`src/logic/nvdsbw_fix_notice.sv`:
```
// intentionally empty

```
`src/shared/nvdsbw_pkg.sv`:
```
package nvdsbw_pkg;
    // timing is specified in cycles of a reference clock, so it scales with mclk
    localparam int REF_CLK_KHZ       = 20000;
    localparam int NORMAL_TIME_NS    = 136000;
    localparam int ILLEGAL_TIME_NS   = 7000;
    localparam int MAINT_TIME_US     = 58000;
    // scale by MHz first: ns times kHz would overflow a 32-bit int
    localparam int NORMAL_CYCLES     = (NORMAL_TIME_NS * (REF_CLK_KHZ / 1000)) / 1000;
    localparam int ILLEGAL_CYCLES    = (ILLEGAL_TIME_NS * (REF_CLK_KHZ / 1000)) / 1000;
    localparam int MAINT_CYCLES      = (MAINT_TIME_US * REF_CLK_KHZ) / 1000;
    localparam int CNT_W             = 21;
    localparam int MAINT_PERIOD      = 200;
    localparam int WCNT_W            = 8;
    localparam int STACK_EXTRA_BYTES = 16;
    localparam int STORE_SIZE        = 64;

    localparam int STAT_WRITE_ERR = 0;
    localparam int STAT_BAD_ADDR  = 1;
    localparam int STAT_FLASH_ERR = 2;
    localparam logic [7:0] STATUS_RESET = 8'h00;
    localparam logic [1:0] DEPTH_RESET  = 2'h0;
    localparam logic [7:0] ERASED_BYTE  = 8'hff;

    typedef enum logic [4:0] {
        NVDSBW_IDLE    = 5'b00001,
        NVDSBW_WAIT    = 5'b00010,
        NVDSBW_PROGRAM = 5'b00100,
        NVDSBW_VERIFY  = 5'b01000,
        NVDSBW_DONE    = 5'b10000
    } nvdsbw_state_type;
endpackage : nvdsbw_pkg

```
`src/logic/nvdsbw_byte_write.sv`:
```
module nvdsbw_byte_write #(
    parameter int                           SIZE        = nvdsbw_pkg::STORE_SIZE,
    parameter logic [nvdsbw_pkg::CNT_W-1:0] MAINT_TICKS =
        nvdsbw_pkg::CNT_W'(nvdsbw_pkg::MAINT_CYCLES)
) (
    input  wire logic       mclk,
    input  wire logic       rst_n,
    input  wire logic       push_valid,
    input  wire logic [7:0] push_byte,
    input  wire logic       pop_valid,
    input  wire logic       call_valid,
    input  wire logic       flash_fault_flag,
    input  wire logic [7:0] flash_bit_fault,
    output logic            busy,
    output logic            done,
    output logic [7:0]      first_working_register,
    output logic [1:0]      operand_depth,
    output logic [7:0]      stack_reserve
);
    // slot index width; sizes above 256 words cannot be named by one address byte
    localparam int AW = $clog2(SIZE);

    localparam logic [nvdsbw_pkg::CNT_W-1:0] NORMAL_TICKS =
        nvdsbw_pkg::CNT_W'(nvdsbw_pkg::NORMAL_CYCLES);
    localparam logic [nvdsbw_pkg::CNT_W-1:0] ILLEGAL_TICKS =
        nvdsbw_pkg::CNT_W'(nvdsbw_pkg::ILLEGAL_CYCLES);
    localparam logic [nvdsbw_pkg::WCNT_W-1:0] MAINT_LAST =
        nvdsbw_pkg::WCNT_W'(nvdsbw_pkg::MAINT_PERIOD - 1);
    localparam logic [nvdsbw_pkg::CNT_W-1:0] TICK_ONE =
        nvdsbw_pkg::CNT_W'(1);
    localparam logic [nvdsbw_pkg::WCNT_W-1:0] WCNT_ONE =
        nvdsbw_pkg::WCNT_W'(1);
    localparam logic [7:0] RESERVE_BYTES =
        8'(nvdsbw_pkg::STACK_EXTRA_BYTES);

    nvdsbw_pkg::nvdsbw_state_type  state_ff;
    nvdsbw_pkg::nvdsbw_state_type  nxt_state;
    logic [1:0]                    depth_ff;
    logic [7:0]                    target_ff;
    logic [7:0]                    value_ff;
    logic [nvdsbw_pkg::CNT_W-1:0]  tmr_ff;
    logic [nvdsbw_pkg::WCNT_W-1:0] wcnt_ff;
    logic                          fault_seen_ff;
    logic [7:0]                    status_ff;
    logic [7:0]                    nxt_status;
    logic [7:0]                    reserve_ff;
    logic [7:0]                    store_ff [SIZE];
    logic                          take_push;
    logic                          take_pop;
    logic                          take_call;
    logic                          call_legal;
    logic                          tmr_last;
    logic                          maint_due;
    logic                          in_idle;
    logic [AW-1:0]                 slot;

    // address decode, used for the start decision and again as a guard on the store
    function automatic logic is_legal(input logic [7:0] addr);
        return int'(addr) < SIZE;
    endfunction : is_legal

    assign in_idle    = (state_ff == nvdsbw_pkg::NVDSBW_IDLE);
    // a call wins over a push or pop offered in the same cycle
    assign take_call  = in_idle && call_valid && (depth_ff == 2'h2);
    assign take_push  = in_idle && !call_valid && push_valid && (depth_ff != 2'h2);
    assign take_pop   = in_idle && !call_valid && !push_valid && pop_valid
                        && (depth_ff != 2'h0);
    assign call_legal = is_legal(target_ff);
    assign tmr_last   = (tmr_ff == TICK_ONE);
    assign maint_due  = (wcnt_ff == MAINT_LAST);
    assign slot       = target_ff[AW-1:0];

    assign busy                   = !in_idle;
    assign done                   = (state_ff == nvdsbw_pkg::NVDSBW_DONE);
    assign first_working_register = status_ff;
    assign operand_depth          = depth_ff;
    assign stack_reserve          = reserve_ff;

    always_comb begin
        nxt_state = state_ff;
        case (state_ff)
            nvdsbw_pkg::NVDSBW_IDLE: begin
                if (take_call) begin
                    if (call_legal) begin
                        nxt_state = nvdsbw_pkg::NVDSBW_PROGRAM;
                    end else begin
                        nxt_state = nvdsbw_pkg::NVDSBW_WAIT;
                    end
                end
            end
            nvdsbw_pkg::NVDSBW_WAIT: begin
                if (tmr_last) begin
                    nxt_state = nvdsbw_pkg::NVDSBW_DONE;
                end
            end
            nvdsbw_pkg::NVDSBW_PROGRAM: begin
                if (tmr_last) begin
                    nxt_state = nvdsbw_pkg::NVDSBW_VERIFY;
                end
            end
            nvdsbw_pkg::NVDSBW_VERIFY: begin
                nxt_state = nvdsbw_pkg::NVDSBW_DONE;
            end
            nvdsbw_pkg::NVDSBW_DONE: begin
                nxt_state = nvdsbw_pkg::NVDSBW_IDLE;
            end
            default: begin
                nxt_state = nvdsbw_pkg::NVDSBW_IDLE;
            end
        endcase
    end

    always_ff @(posedge mclk or negedge rst_n) begin
        if (!rst_n) begin
            state_ff <= nvdsbw_pkg::NVDSBW_IDLE;
        end else begin
            state_ff <= nxt_state;
        end
    end

    // operand stack: the operands stay until the requester pops them
    always_ff @(posedge mclk or negedge rst_n) begin
        if (!rst_n) begin
            depth_ff <= nvdsbw_pkg::DEPTH_RESET;
        end else if (take_push) begin
            depth_ff <= depth_ff + 2'h1;
        end else if (take_pop) begin
            depth_ff <= depth_ff - 2'h1;
        end
    end

    always_ff @(posedge mclk or negedge rst_n) begin
        if (!rst_n) begin
            target_ff <= 8'h00;
        end else if (take_push && (depth_ff == 2'h0)) begin
            target_ff <= push_byte;
        end
    end

    always_ff @(posedge mclk or negedge rst_n) begin
        if (!rst_n) begin
            value_ff <= 8'h00;
        end else if (take_push && (depth_ff == 2'h1)) begin
            value_ff <= push_byte;
        end
    end

    // fixed cycle counts, so every duration stretches as mclk slows down
    always_ff @(posedge mclk or negedge rst_n) begin
        if (!rst_n) begin
            tmr_ff <= '0;
        end else if (take_call) begin
            if (!call_legal) begin
                tmr_ff <= ILLEGAL_TICKS;
            end else if (maint_due) begin
                tmr_ff <= NORMAL_TICKS + MAINT_TICKS;
            end else begin
                tmr_ff <= NORMAL_TICKS;
            end
        end else if (tmr_ff != '0) begin
            tmr_ff <= tmr_ff - TICK_ONE;
        end
    end

    // only legal writes wear the array, so only they advance the maintenance count
    always_ff @(posedge mclk or negedge rst_n) begin
        if (!rst_n) begin
            wcnt_ff <= '0;
        end else if (take_call && call_legal) begin
            if (maint_due) begin
                wcnt_ff <= '0;
            end else begin
                wcnt_ff <= wcnt_ff + WCNT_ONE;
            end
        end
    end

    // set and clear never meet: clear only in idle, set only while writing
    always_ff @(posedge mclk or negedge rst_n) begin
        if (!rst_n) begin
            fault_seen_ff <= 1'b0;
        end else if (take_call) begin
            fault_seen_ff <= 1'b0;
        end else if ((state_ff == nvdsbw_pkg::NVDSBW_PROGRAM) && flash_fault_flag) begin
            fault_seen_ff <= 1'b1;
        end
    end

    // nonvolatile in silicon; reset here only stands for an erased array
    for (genvar i = 0; i < SIZE; i++) begin : g_word
        always_ff @(posedge mclk or negedge rst_n) begin
            if (!rst_n) begin
                store_ff[i] <= nvdsbw_pkg::ERASED_BYTE;
            end else if ((state_ff == nvdsbw_pkg::NVDSBW_PROGRAM) && tmr_last
                         && is_legal(target_ff) && (slot == AW'(i))) begin
                // flash_bit_fault stands for cells that fail to take the new value
                store_ff[i] <= value_ff ^ flash_bit_fault;
            end
        end
    end

    always_comb begin
        nxt_status = status_ff;
        if (state_ff == nvdsbw_pkg::NVDSBW_VERIFY) begin
            nxt_status = nvdsbw_pkg::STATUS_RESET;
            nxt_status[nvdsbw_pkg::STAT_FLASH_ERR] = fault_seen_ff | flash_fault_flag;
            nxt_status[nvdsbw_pkg::STAT_WRITE_ERR] = (store_ff[slot] != value_ff);
        end else if ((state_ff == nvdsbw_pkg::NVDSBW_WAIT) && tmr_last) begin
            nxt_status = nvdsbw_pkg::STATUS_RESET;
            nxt_status[nvdsbw_pkg::STAT_BAD_ADDR] = 1'b1;
        end
    end

    always_ff @(posedge mclk or negedge rst_n) begin
        if (!rst_n) begin
            status_ff <= nvdsbw_pkg::STATUS_RESET;
        end else begin
            status_ff <= nxt_status;
        end
    end

    always_ff @(posedge mclk or negedge rst_n) begin
        if (!rst_n) begin
            reserve_ff <= 8'h00;
        end else if (take_call) begin
            reserve_ff <= RESERVE_BYTES;
        end else if (state_ff == nvdsbw_pkg::NVDSBW_DONE) begin
            reserve_ff <= 8'h00;
        end
    end
endmodule : nvdsbw_byte_write

```
`config.mk`:
```
export PLATFORM = sky130hd
export DESIGN_NAME = nvdsbw_byte_write
export DESIGN_NICKNAME = d
export VERILOG_FILES = /design/src/logic/nvdsbw_fix_notice.sv /design/src/shared/nvdsbw_pkg.sv /design/src/logic/nvdsbw_byte_write.sv
export SDC_FILE = /design/constraint.sdc
export NUM_CORES = 1
export LEC_CHECK = 0
export BUFFER_PORTS_ARGS = -buffer_cell sky130_fd_sc_hd__buf_2
export CORE_MARGIN = 2
export CORE_UTILIZATION = 40
export CTS_CLUSTER_SIZE = 10
export DETAILED_ROUTE_END_ITERATION = 10
export GPL_ROUTABILITY_DRIVEN = 1
export PLACE_DENSITY = 0.66
export SLEW_MARGIN = 15
export SYNTH_ARGS = -nofsm -noshare
export SYNTH_HDL_FRONTEND = slang
export SYNTH_SLANG_ARGS = --single-unit
```
`constraint.sdc`:
```
create_clock -name mclk -period 3.33 [get_ports mclk]
set_input_delay 0 -clock mclk [delete_from_list [all_inputs] [get_ports mclk]]
set_output_delay 0 -clock mclk [all_outputs]
set_load 0.01 [all_outputs]
```
== After elaboration in Yosys (flattened, before gate mapping) ==
Cells that the tools add are included.

* Magnitude comparators: 2
* Equal/unequal tests: 77
* $add $sub $neg: 4
* Muxes and demuxes: 21
* Bitwise gates (word level): 3
* Reduce and logical (&&, ||, !) cells: 92

{| class="wikitable"
|+ Operators by type and width
! cell !! count
|-
| equality test 6 bit, second input constant || 32
|-
| equality test 6 x 5 -> 1 bit, second input constant || 16
|-
| 2-to-1 mux 21 bit || 4
|-
| logical AND 1 bit || 79
|-
| 2-to-1 mux 8 bit || 7
|-
| binary-select mux 8 bit (select 6 bit) || 1
|-
| equality test 6 x 4 -> 1 bit, second input constant || 8
|-
| equality test 6 x 3 -> 1 bit, second input constant || 4
|-
| equality test 21 x 1 -> 1 bit, second input constant || 1
|-
| nonzero test 21 bit || 1
|-
| subtractor 21 x 1 -> 21 bit, second input constant || 1
|-
| case mux 5 bit (4 select lines) || 1
|-
| 2-to-1 mux 5 bit || 3
|-
| equality test 6 x 2 -> 1 bit, second input constant || 2
|-
| nonzero test 2 bit || 6
|-
| adder 8 x 1 -> 8 bit, second input constant || 1
|-
| equality test 8 bit, second input constant || 1
|-
| less-than comparator 8 x 7 -> 1 bit, second input constant || 1
|-
| != test 2 bit, second input constant || 4
|-
| != test 8 bit || 1
|-
| bitwise XOR 8 bit || 1
|-
| greater-or-equal comparator 7 bit, second input constant || 1
|-
| NOT 6 -> 7 bit || 1
|-
| equality test 6 x 1 -> 1 bit, second input constant || 1
|-
| other kinds (17) || 21
|}

* Output and inout bits: 20
* Register bits: 581
* Word-level logic and storage cells: 272
* Bits of input ports: 22

== Depth between registers and ports, before layout ==
Gate-level depths: netlist of the first run.

* Depth in word-level cells: 7
* Gate-level depth with buffers: 13
* Depth with buffers taken out: 9

== Worst setup path after synthesis of the first run ==
Ideal clock, no wire load.

* Path kind: register to register
* From: reg tmr_ff[5] (netlist name)
* To: reg store_ff[124] (netlist name)
* Setup time: 85 ps
* Required time: 3245 ps
* Cell stages (with the launch flop): 14
* Setup slack: 634 ps
* Data arrival time: 2611 ps
* Clock period less this slack: 2696 ps
* Buffers on the path: 5
* Cell sequence: dfrtp_1 or4_4 nor3_4 and4_1 buf_4 and3_1 buf_4 nand2_2 buf_6 or3_1 buf_6 buf_6 nand2_2 o21ai_2

* Longest elaborated chain between the ends: 4

{| class="wikitable"
|+ Ends and longest elaborated chain
! element !! line !! RTL
|-
| start, declared || nvdsbw_byte_write.sv:41 || <nowiki>logic [nvdsbw_pkg::CNT_W-1:0] tmr_ff;</nowiki>
|-
| start signal, assigned || nvdsbw_byte_write.sv:156 || <nowiki>tmr_ff <= NORMAL_TICKS + MAINT_TICKS;</nowiki>
|-
| start signal, assigned || nvdsbw_byte_write.sv:161 || <nowiki>tmr_ff <= tmr_ff - TICK_ONE;</nowiki>
|-
| equality test 21 x 1 -> 1 bit || nvdsbw_byte_write.sv:69 || <nowiki>assign tmr_last = (tmr_ff == TICK_ONE);</nowiki>
|-
| logical AND 1 bit || nvdsbw_byte_write.sv:194 || <nowiki>end else if ((state_ff == nvdsbw_pkg::NVDSBW_PROGRAM) && tmr_last</nowiki>
|-
| logical AND 1 bit (2 in a row) || nvdsbw_byte_write.sv:195 || <nowiki>&& is_legal(target_ff) && (slot == AW'(i))) begin</nowiki>
|-
| end signal, assigned by index || nvdsbw_byte_write.sv:193 || <nowiki>store_ff[i] <= nvdsbw_pkg::ERASED_BYTE;</nowiki>
|-
| end signal, assigned by index || nvdsbw_byte_write.sv:197 || <nowiki>store_ff[i] <= value_ff ^ flash_bit_fault;</nowiki>
|-
| end, declared || nvdsbw_byte_write.sv:47 || <nowiki>logic [7:0] store_ff [SIZE];</nowiki>
|}

Every way passes these cells.
A chain may end at the register's enable or synchronous reset.

== Worst setup path after layout of the first run ==
* From: reg tmr_ff[5] (netlist name)
* To: reg store_ff[178] (netlist name)

Same word-level chain as after synthesis.

==> metrics.yaml, run 1 <==
critical_path:
  crit_type: "flop to flop"
  r2r_end: "store_ff[178]"
  ff2ff_setup_slack_ns: 0.16
  start_kind: "flop"
  worstPathMaxFanout: 16
  crit_start: "tmr_ff[5]"
  r2r_cells: 7
  critPathArrivalTime_ns: 3.69
  r2r-start: "tmr_ff[5]"
  critPathCaptureType: "flop"
  worstPathRequired_ns: 3.85
synth:
  synth_cells: 2457
  ys_seq_area_share_pct: 55.8
  ys_ff_latch: 569
  synth_most_common_cell: "dfstp_2"
  ys_warn_count: 0
  synth_common_cells: "dfstp_2, nor2_1, a21oi_1, nand2_1, o21ai_0"
  yosysTopAreaCell: "dfstp_2"
  async_flop_share_pct: 100
  syn_area_um2: 26700
  synth.distinct_cells: 65
  synthTopCellsByArea: "dfstp_2, mux4_2, a21oi_1"
  synth_ff_type: "dfstp_2"
  synth_top_area_share_pct: 50.5
  syn_area_per_cell_um2: 10.9
  synth_edf_count: 0
cts:
  htreeDepth: 3
  cts_tree: "built"
  root_buffer: "clkbuf_16"
  post-cts-setup-buffers: 0
  numCtsBuffers: 67
  clkTransAtPathRegs_ns: 0.06
  clockBufferDepth: 3
  insertion_delay_ns: 0.61
  clock_sinks: 569
layout:
  syn_to_final_growth_pct: 13.0
  nets: 2528
  fillers: 5926
  stdcell_count: 3387
  n_antenna_cell: 0
  drive_gt1_share_pct: 37.1
timing:
  fmax_mhz: 315
  final-hold-violation-count: 0
  worst_pin_slew_ns: 0.947
  skew_ns: 0.0267
  fin_ws_ns: 0.157
  fin_crit_sh_pct: 95.3
  rsz0062_at_grt: "true"
  final_max_slew_viol_count: 0
  period_needed_ns: 3.17
  fin_tns_setup_ns: 0
  slew_headroom_pct: 36.9
  setup_viol: 0
die:
  num_io_pins: 42
  start_util_pct: 40.5
  fp.coreArea_um2: 65900
  fp-row-count: 94
  die-height_um: 262
  die_w_um: 262
  die_area_um2: 68800
global_route:
  grt_pass1_vias: 19100
  overflow: 0
  grtUsageTotal_pct: 20.5
  antenna_found_initial: 0
  grt_pass1_wl_mm: 112
  grt_max_degree: 113
power_and_ir_drop:
  p_per_area_nw_per_um2: 661
  total_power_uw: 19900
  ir_worst_vdd_v: 0.000608
  power.leakage_uw: 0.0124
placement:
  dp_cells: 3281
  routabilityCongestion: 0.926
  place_ws_ns: 0.123
  hpwl_mm: 46.5
  port-buffer-count: 29
routing:
  viasPerCell: 5.64
  drt-total-wl_mm: 70.1
  drt_iter0_drc: 1511
  dr.pass1.iters: 6
  antenna_left: 0
  vias: 19100
  drc_errors: 0
  wl_per_cell_um: 20.7
outcome:
  status: "complete, no violations"
min_path:
  hold_path.class: "input port to asynchronous set/reset pin"
flow_run:
  maxCapViolCount: 0
==> routing by layer <==
metal / share of wire, % / global-route usage (%)
met1: 44 / 28.7
met2: 47 / 32.0
met5: 0 / 0
met3: 6.6 / 3.79
met4: 2.9 / 7.48
==> through the flow <==
| step | instance area, um2 | util, % | hold WS [ns] |
|---|---|---|---|
| detailed placement | 28200 | 42.8 | 0.199 |
| global placement | 28200 | 42.8 | 0.180 |
| floorplan | 26700 | - | -0.296 |
| global route | 30200 | 45.8 | 0.179 |
| finish | 30200 | 45.8 | 0.150 |
| CTS | 30200 | 45.8 | 0.145 |
==> critical path: stages, from the launching register on <==
cell	delay, ns
dfrtp_1	0.42
or4_4	0.56
nor3_4	0.18
and4_2	0.42
nand3_4	0.16
nor3_1	0.53
nand2_1	0.48
o21ai_0	0.31
==> report_power, final <==
group          switching, uW  internal [uW]
Clock                   2730           3770
Sequential               626           7210
Combinational           3780           1830
Total                   7130          12800
==> flip-flops by register name, indices dropped and copies added (netlist names) <==
signal and count:
fault_seen_ff 1, first_working_register 3, operand_depth 2, stack_reserve 1, state_ff 5, store_ff 512, target_ff 8, tmr_ff 21
value_ff 8, wcnt_ff 8
==> layout make-up <==
type,count,area [um2],share of cell area (%)
clock buffer,87,1800,5.98
inverter,11,41.3,0.137
clock inverter,6,63.8,0.212
timing repair buffer,159,1330,4.40
multi-input combinational,1691,11000,36.3
tap,864,1080,3.58
sequential,569,14900,49.4
==> worst max-delay path by stage <==
| stage | end | slack (ns) | depth (start not counted) |
|---|---|---|---|
| final | store_ff[178] | 0.16 | 7 |
| after detailed placement | store_ff[309] | 0.12 | 7 |
| after global placement | store_ff[177] | 0.19 | 8 |
| after CTS | store_ff[179] | 0.09 | 7 |
| after floorplan | store_ff[124] | 0.63 | 13 |
| after global routing | store_ff[178] | -0.05 | 7 |
==> placed cells by master, fill, tap and decap left out, types with 8 or more instances in the layout <==
cell / count
nor2b_1: 10
clkbuf_1: 17
mux2i_1: 47
mux4_2: 105
nand2b_1: 9
inv_1: 10
buf_4: 104
clkbuf_16: 69
dfstp_2: 513
xor2_1: 12
nor3_2: 9
dlygate4sd3_1: 13
nand4_1: 30
nor3_4: 39
a21oi_1: 386
o21ai_0: 167
nand2_1: 241
nor2_1: 399
buf_2: 28
xnor2_1: 18
xnor2_2: 8
buf_12: 13
nand3_1: 35
mux2_2: 18
o22ai_1: 19
conb_1: 12
dfrtp_1: 53
nor3_1: 14
==> cells by family (layout without fill, tap and decap cells) <==
kind of cell,after synthesis,after routing,share of synthesized area [%]
and+or+nand+nor,833,833,15.0
DFF,569,569,55.8
adders and majority gates,7,7,0.328
xor gates and xnor gates,38,38,1.25
AOI/OAI and AO/OA,631,631,12.6
muxes,170,170,11.4
buffers and inverters,208,263,3.63
other,1,12,0.0141
==> repair_timing <==
action,CTS,global route
endpoints found under the hold margin,98,0
hold buffers,13,0
gates resized for setup,0,3
endpoints found under the setup margin,0,40
No activity file was read; power rests on OpenSTA's default activity.
==> inputs of run 2 (changes only) <==
Settings changed: ABC_AREA set to 1, CELL_PAD_IN_SITES_DETAIL_PLACEMENT set to 1, CELL_PAD_IN_SITES_GLOBAL_PLACEMENT set to 2, CORE_UTILIZATION 40 to 39, PLACE_DENSITY 0.66 to 0.92, TNS_END_PERCENT set to 10.
==> metrics.yaml, run 2 <==
timing:
  rsz0062_at_grt: "false"
  setup_viol: 0  # unchanged
  slew_headroom_pct: 22.7  # -14 points
  whs_ns: 0.0298  # -0.121 ns
  skew_ns: 0.0276  # +0.000874 ns
  final-hold-violation-count: 0  # unchanged
  final_max_slew_viol_count: 0  # unchanged
  fin_crit_sh_pct: 89.1  # -6.2 points
  period_needed_ns: 2.97  # -0.206 ns
  worst_pin_slew_ns: 1.15  # +0.208 ns
  fmax_mhz: 337  # +6.9%
  fin_tns_setup_ns: 0  # unchanged
  fin_ws_ns: 0.363  # +0.206 ns
outcome:
  status: "complete, no violations"
layout:
  fillers: 8538  # +44%
  layout_commonest_cell: "nand2_1"
  utilization_pct: 44.3  # -1.5 points
  drive_gt1_share_pct: 23.0  # -14 points
  n_antenna_cell: 0  # unchanged
  nets: 3506  # +39%
  layout_common_cells: "nand2_1, dfstp_2, o21ai_0"
  reg.largest.list: "store_ff: 512 flops, tmr_ff: 21 flops"
  syn_to_final_growth_pct: 12.1
  top_register: "store_ff"
  largest_register_ffs: 512  # unchanged
synth:
  synth_edf_count: 0  # unchanged
  synthTopCellsByArea: "dfstp_2, nand2_1, o21ai_0"
  synth.distinct_cells: 44  # -32%
  synth-compound-area-share_pct: 11.5  # -1.1 points
  synth_top_family_by_area: "simple AND/OR/NAND/NOR gates"
  yosysTopAreaCell: "dfstp_2"
  synthAdderAreaFrac_pct: 0.314  # -0.014 points
  synth_most_common_cell: "nand2_1"
  syn_area_um2: 27900  # +4.4%
  synth_xor_area_share_pct: 0.534  # -0.71 points
  synthMuxAreaShare_pct: 0  # -11 points
  syn_area_per_cell_um2: 7.95  # -27%
  synth_cells: 3502  # +43%
  synth_common_cells: "nand2_1, dfstp_2, o21ai_0, nor2_1, o21ai_1"
  ys_seq_area_share_pct: 53.4  # -2.3 points
  synth_ff_type: "dfstp_2"
  async_flop_share_pct: 100  # unchanged
  synth_simple_gate_area_share_pct: 29.3  # +14 points
  synth_top_area_share_pct: 48.4  # -2.1 points
  ys_warn_count: 0  # unchanged
  ys_ff_latch: 569  # unchanged
critical_path:
  start_kind: "flop"
  critPathMaxStageDelay_ns: 0.54  # -0.02 ns
  cp_slowest_cell: "clkinv_1"
  worstPathRequired_ns: 3.83  # -0.02 ns
  critPathArrivalTime_ns: 3.47  # -0.22 ns
  cp_cell_sequence: "nand2_1 -> clkinv_1 -> buf_4 -> nand2_1 -> nand2_1 -> nor2_1 -> nor2_1 -> nor2_1 -> nand2_1 -> nand2_1 -> nand2_1 -> inv_1 -> nand2_1 -> nor2_1 -> nand2_1 -> nand2_1 -> nand2_1"
  crit_type: "flop to flop"
  critPathCaptureType: "flop"
  worstPathMaxFanout: 14  # -2
  crit_start: "target_ff[3]"
  crit_top_cell: "nand2_1"
  r2r-start: "target_ff[3]"
placement:
  hpwl_mm: 56.2  # +21%
  routabilityCongestion: 0.879  # -5.1%
  place_ws_ns: 0.474  # +0.350 ns
  port-buffer-count: 29  # unchanged
die:
  die_area_um2: 73600  # +7.0%
  die-height_um: 271  # +3.4%
  num_io_pins: 42  # unchanged
  fp.coreArea_um2: 70400  # +6.9%
  fp-row-count: 97  # +3.2%
  start_util_pct: 39.6  # -0.95 points
  die_w_um: 271  # +3.4%
routing:
  dr.pass1.iters: 5  # -1
  vias: 23400  # +22%
  viasPerCell: 5.25  # -6.9%
  drc_errors: 0  # unchanged
  drt-total-wl_mm: 89.4  # +28%
  antenna_left: 0  # unchanged
  drt_iter0_drc: 1331  # -12%
  wl_per_cell_um: 20.1  # -2.9%
flow_run:
  maxCapViolCount: 0  # unchanged
cts:
  numCtsBuffers: 70  # +4.5%
  root_buffer: "clkbuf_16"
  insertion_delay_ns: 0.63  # +0.02 ns
  cts_tree: "built"
  htreeDepth: 3  # unchanged
  clock_sinks: 569  # unchanged
  clkTransAtPathRegs_ns: 0.06  # about the same
  clockBufferDepth: 3  # unchanged
min_path:
  hold_path.class: "input port to flop"
  hold_start: "flash_bit_fault[4]"
global_route:
  grt_pass1_vias: 24500  # +28%
  grt_max_degree: 93  # -18%
  grt_pass1_wl_mm: 143  # +28%
  overflow: 0  # unchanged
  grtUsageTotal_pct: 24.7  # +4.1 points
  antenna_found_initial: 1  # +1
power_and_ir_drop:
  total_power_uw: 24900  # +25%
  ir_worst_vdd_v: 0.000580  # -4.6%
  power.leakage_uw: 0.0169  # +36%
  p_per_area_nw_per_um2: 797  # +21%
-- run 2: final timing paths --
| kind | to | slack, ns | cells past startpoint |
|---|---|---|---|
| setup / recovery | first_working_register[0] | 0.36 | 17 |
| max in group asynchronous | store_ff[149] | 2.28 | 3 |
| setup reg to reg | first_working_register[0] | 0.36 | 17 |
| min in group asynchronous | store_ff[381] | 0.36 | 2 |
| hold / removal | store_ff[492] | 0.03 | 4 |
| hold reg to reg | store_ff[27] | 0.47 | 2 |
-- run 2: metrics by stage --
| step | std cells | instance area [um2] |
|---|---|---|
| finish | 4449 | 31200 |
| global route | 4449 | 31200 |
| CTS | 4449 | 31200 |
| detailed placement | 4326 | 29000 |
| global placement | 4326 | 29000 |
| floorplan | 3513 | 27900 |
-- run 2: routing by layer --
metal / share of wire (%) / wire (um) / global-route usage, %
met3: 3.6 / 3240 / 3.47
met5: 0.0089 / 8 / 0
met1: 45 / 40500 / 32.9
met4: 3.3 / 2980 / 8.66
met2: 48 / 42700 / 41.0
-- run 2: layout make-up --
cell class	count	area (um2)	share of cell area (%)
Timing Repair Buffer	120	1070	3.44
Multi-Input combinational cell	2638	11700	37.6
Clock inverter	9	121	0.389
Tap cell	940	1180	3.77
Sequential cell	569	14900	47.7
Clock buffer	95	1930	6.17
Inverter	78	303	0.970
-- run 2: what timing repair did --
| item | 4_1_cts | 5_1_grt |
|---|---|---|
| hold buffers | 19 | 0 |
| resized for setup | 0 | 0 |
| setup buffers | 0 | 0 |
| hold endpoints to repair | 130 | 0 |
-- run 2: cells by family after synthesis --
kind of cell | Yosys count
other | 1
adder cells (fa/ha/maj) | 7
AO/OA/AOI/OAI | 621
buffers and inverters | 306
AND/OR/NAND/NOR | 1981
XOR/XNOR | 17
flip-flops | 569
-- run 2: power by group --
part           internal, uW  switching [uW]  leakage, uW  total [uW]
clock                  4030            3040     0.000996        7070
sequential             7200             344      0.00610        7550
combinational          2570            7680      0.00983       10300
total                 13800           11100       0.0169       24900
-- run 2: worst max-delay path, delay by kind of cell, from the launching register on --
| kind | cells | cell delay [ns] |
|---|---|---|
| buffers and inverters | 3 | 1.01 |
| AND/OR/NAND/NOR | 14 | 1.38 |
| flip-flops | 1 | 0.46 |
==> inputs of run 3 (changes only) <==
Settings changed: BUFFER_PORTS_ARGS -buffer_cell sky130_fd_sc_hd__buf_2 to unset, DONT_BUFFER_PORTS set to 1, PLACE_DENSITY 0.92 to 0.91.
==> metrics.yaml, run 3 (same netlist as run 2, synthesis figures left out) <==
placement:
  dp_cells: 4289  # -0.86%
  port-buffer-count: 0  # -100%
  hpwl_mm: 52.6  # -6.4%
  routabilityCongestion: 0.863  # -1.8%
  placed_area_um2: 28700  # -0.96%
layout:
  fillers: 8511  # -0.32%
  layout_commonest_cell: "nand2_1"
  syn_to_final_growth_pct: 10.9
  layout_common_cells: "nand2_1, dfstp_2, o21ai_0"
  reg.largest.list: "store_ff: 512 flops, tmr_ff: 21 flops"
  largest_register_ffs: 512  # unchanged
  utilization_pct: 43.9  # -0.44 points
  stdcell_count: 4409  # -0.90%
  drive_gt1_share_pct: 22.0  # -0.97 points
  top_register: "store_ff"
  final_area_um2: 30900  # -0.99%
  nets: 3464  # -1.2%
  n_antenna_cell: 0  # unchanged
timing:
  fin_crit_sh_pct: 92.9  # +3.8 points
  worst_pin_slew_ns: 3.17  # +2.02 ns
  slew_headroom_pct: -111  # -130 points
  rsz0062_at_grt: "false"
  fin_tns_setup_ns: 0  # unchanged
  fmax_mhz: 323  # -4.1%
  skew_ns: 0.0299  # +0.00236 ns
  whs_ns: -0.679  # -0.709 ns
  period_needed_ns: 3.09  # +0.127 ns
  final_max_slew_viol_count: 421  # +421
  final-hold-violation-count: 205  # +205
  setup_viol: 0  # unchanged
global_route:
  grtUsageTotal_pct: 23.9  # -0.80 points
  antenna_found_initial: 2  # +1
  overflow: 0  # unchanged
  grt_max_degree: 570  # +510%
  grt_pass1_wl_mm: 139  # -2.7%
  grt_pass1_vias: 24400  # -0.50%
flow_run:
  maxCapViolCount: 0  # unchanged
cts:
  root_buffer: "clkbuf_16"
  htreeDepth: 3  # unchanged
  ctsResizeCount: 0  # unchanged
  clkTransAtPathRegs_ns: 0.06  # about the same
  clock_sinks: 569  # unchanged
  cts_tree: "built"
  cts.hold.buffers_added: 15  # -4
  post-cts-setup-buffers: 0  # unchanged
  numCtsBuffers: 69  # -1.4%
  insertion_delay_ns: 0.63  # about the same
  clockBufferDepth: 3  # unchanged
routing:
  antenna_left: 0  # unchanged
  wl_per_cell_um: 19.6  # -2.5%
  dr.pass1.iters: 5  # unchanged
  drc_errors: 0  # unchanged
  drt_iter0_drc: 1788  # +34%
  viasPerCell: 5.20  # -1.0%
  drt-total-wl_mm: 86.4  # -3.4%
  vias: 22900  # -1.9%
critical_path:
  r2r_cells: 19  # +2
  critPathMaxStageDelay_ns: 0.46  # -0.08 ns
  worstPathMaxFanout: 16  # +2
  worstPathRequired_ns: 3.82  # about the same
  critPathArrivalTime_ns: 3.58  # +0.11 ns
  crit_top_cell: "nand2_1"
  critical_path_depth: 19  # +2
  critPathTopFamily: "simple AND/OR/NAND/NOR gates"
  start_kind: "flop"
  cp_cell_sequence: "clkinv_2 -> nor2_4 -> buf_4 -> buf_4 -> nand2_1 -> nand2_1 -> o21ai_0 -> nand2_1 -> nor2_1 -> nor2_1 -> nor2_1 -> nand2_1 -> nand2_1 -> nand2_1 -> nand2_1 -> nor2_1 -> nand2_1 -> nand2_1 -> nand2_1"
  crit_buf_inv: 3  # unchanged
  critPathCaptureType: "flop"
  crit_type: "flop to flop"
  cp_slowest_cell: "nor2_4"
power_and_ir_drop:
  ir_worst_vdd_v: 0.00103  # +78%
  power.leakage_uw: 0.0167  # -1.2%
  p_per_area_nw_per_um2: 793  # -0.40%
die:
  start_util_pct: 39.6  # unchanged
  fp.coreArea_um2: 70400  # unchanged
  die_area_um2: 73600  # unchanged
  die_w_um: 271  # unchanged
  die-height_um: 271  # unchanged
  num_io_pins: 42  # unchanged
  fp-row-count: 97  # unchanged
outcome:
  violations: "hold timing, slew limit"
  status: "finished, violations left"
min_path:
  hold_path.class: "input port to asynchronous set/reset pin"
## run 3: worst paths after layout
| path | from | end | slack (ns) |
|---|---|---|---|
| setup / recovery | target_ff[1] | first_working_register[0] | 0.24 |
| hold / removal | rst_n | store_ff[347] | -0.68 |
| setup reg to reg | target_ff[1] | first_working_register[0] | 0.24 |
| hold reg to reg | store_ff[258] | store_ff[258] | 0.47 |
| max in group asynchronous | rst_n | target_ff[0] | 1.34 |
| min in group mclk | flash_bit_fault[0] | store_ff[24] | 0.08 |
## run 3: layout make-up
| type | count | area (um2) | share of cell area [%] |
|---|---|---|---|
| flip-flops and latches | 569 | 14900 | 48.2 |
| inverters | 78 | 303 | 0.980 |
| repair buffers | 79 | 756 | 2.45 |
| clock inverters | 6 | 135 | 0.437 |
| multi-input cells | 2638 | 11700 | 37.9 |
| clock buffers | 99 | 1920 | 6.22 |
| well taps | 940 | 1180 | 3.81 |
## run 3: metrics by stage
step / power [uW] / setup slack (ns)
floorplan: 13700 / 1.35
global placement: 17400 / 0.328
detailed placement: 17500 / 0.343
CTS: 24700 / 0.289
global route: 26100 / 0.0825
finish: 24500 / 0.236
## run 3: power by group
group / internal (uW) / leakage (uW) / switching (uW)
Sequential: 7200 / 0.00610 / 366
Combinational: 2560 / 0.00963 / 7310
Clock: 4090 / 0.000992 / 3000
## run 3: per-layer routing
metal | vias up | routed length, um | track usage, %
met2 | 379 | 41100 | 39.9
met5 | - | 18 | 0
met1 | 11400 | 39500 | 31.8
li1 | 11000 | - | -
met3 | 152 | 3360 | 3.65
met4 | 4 | 2440 | 7.61
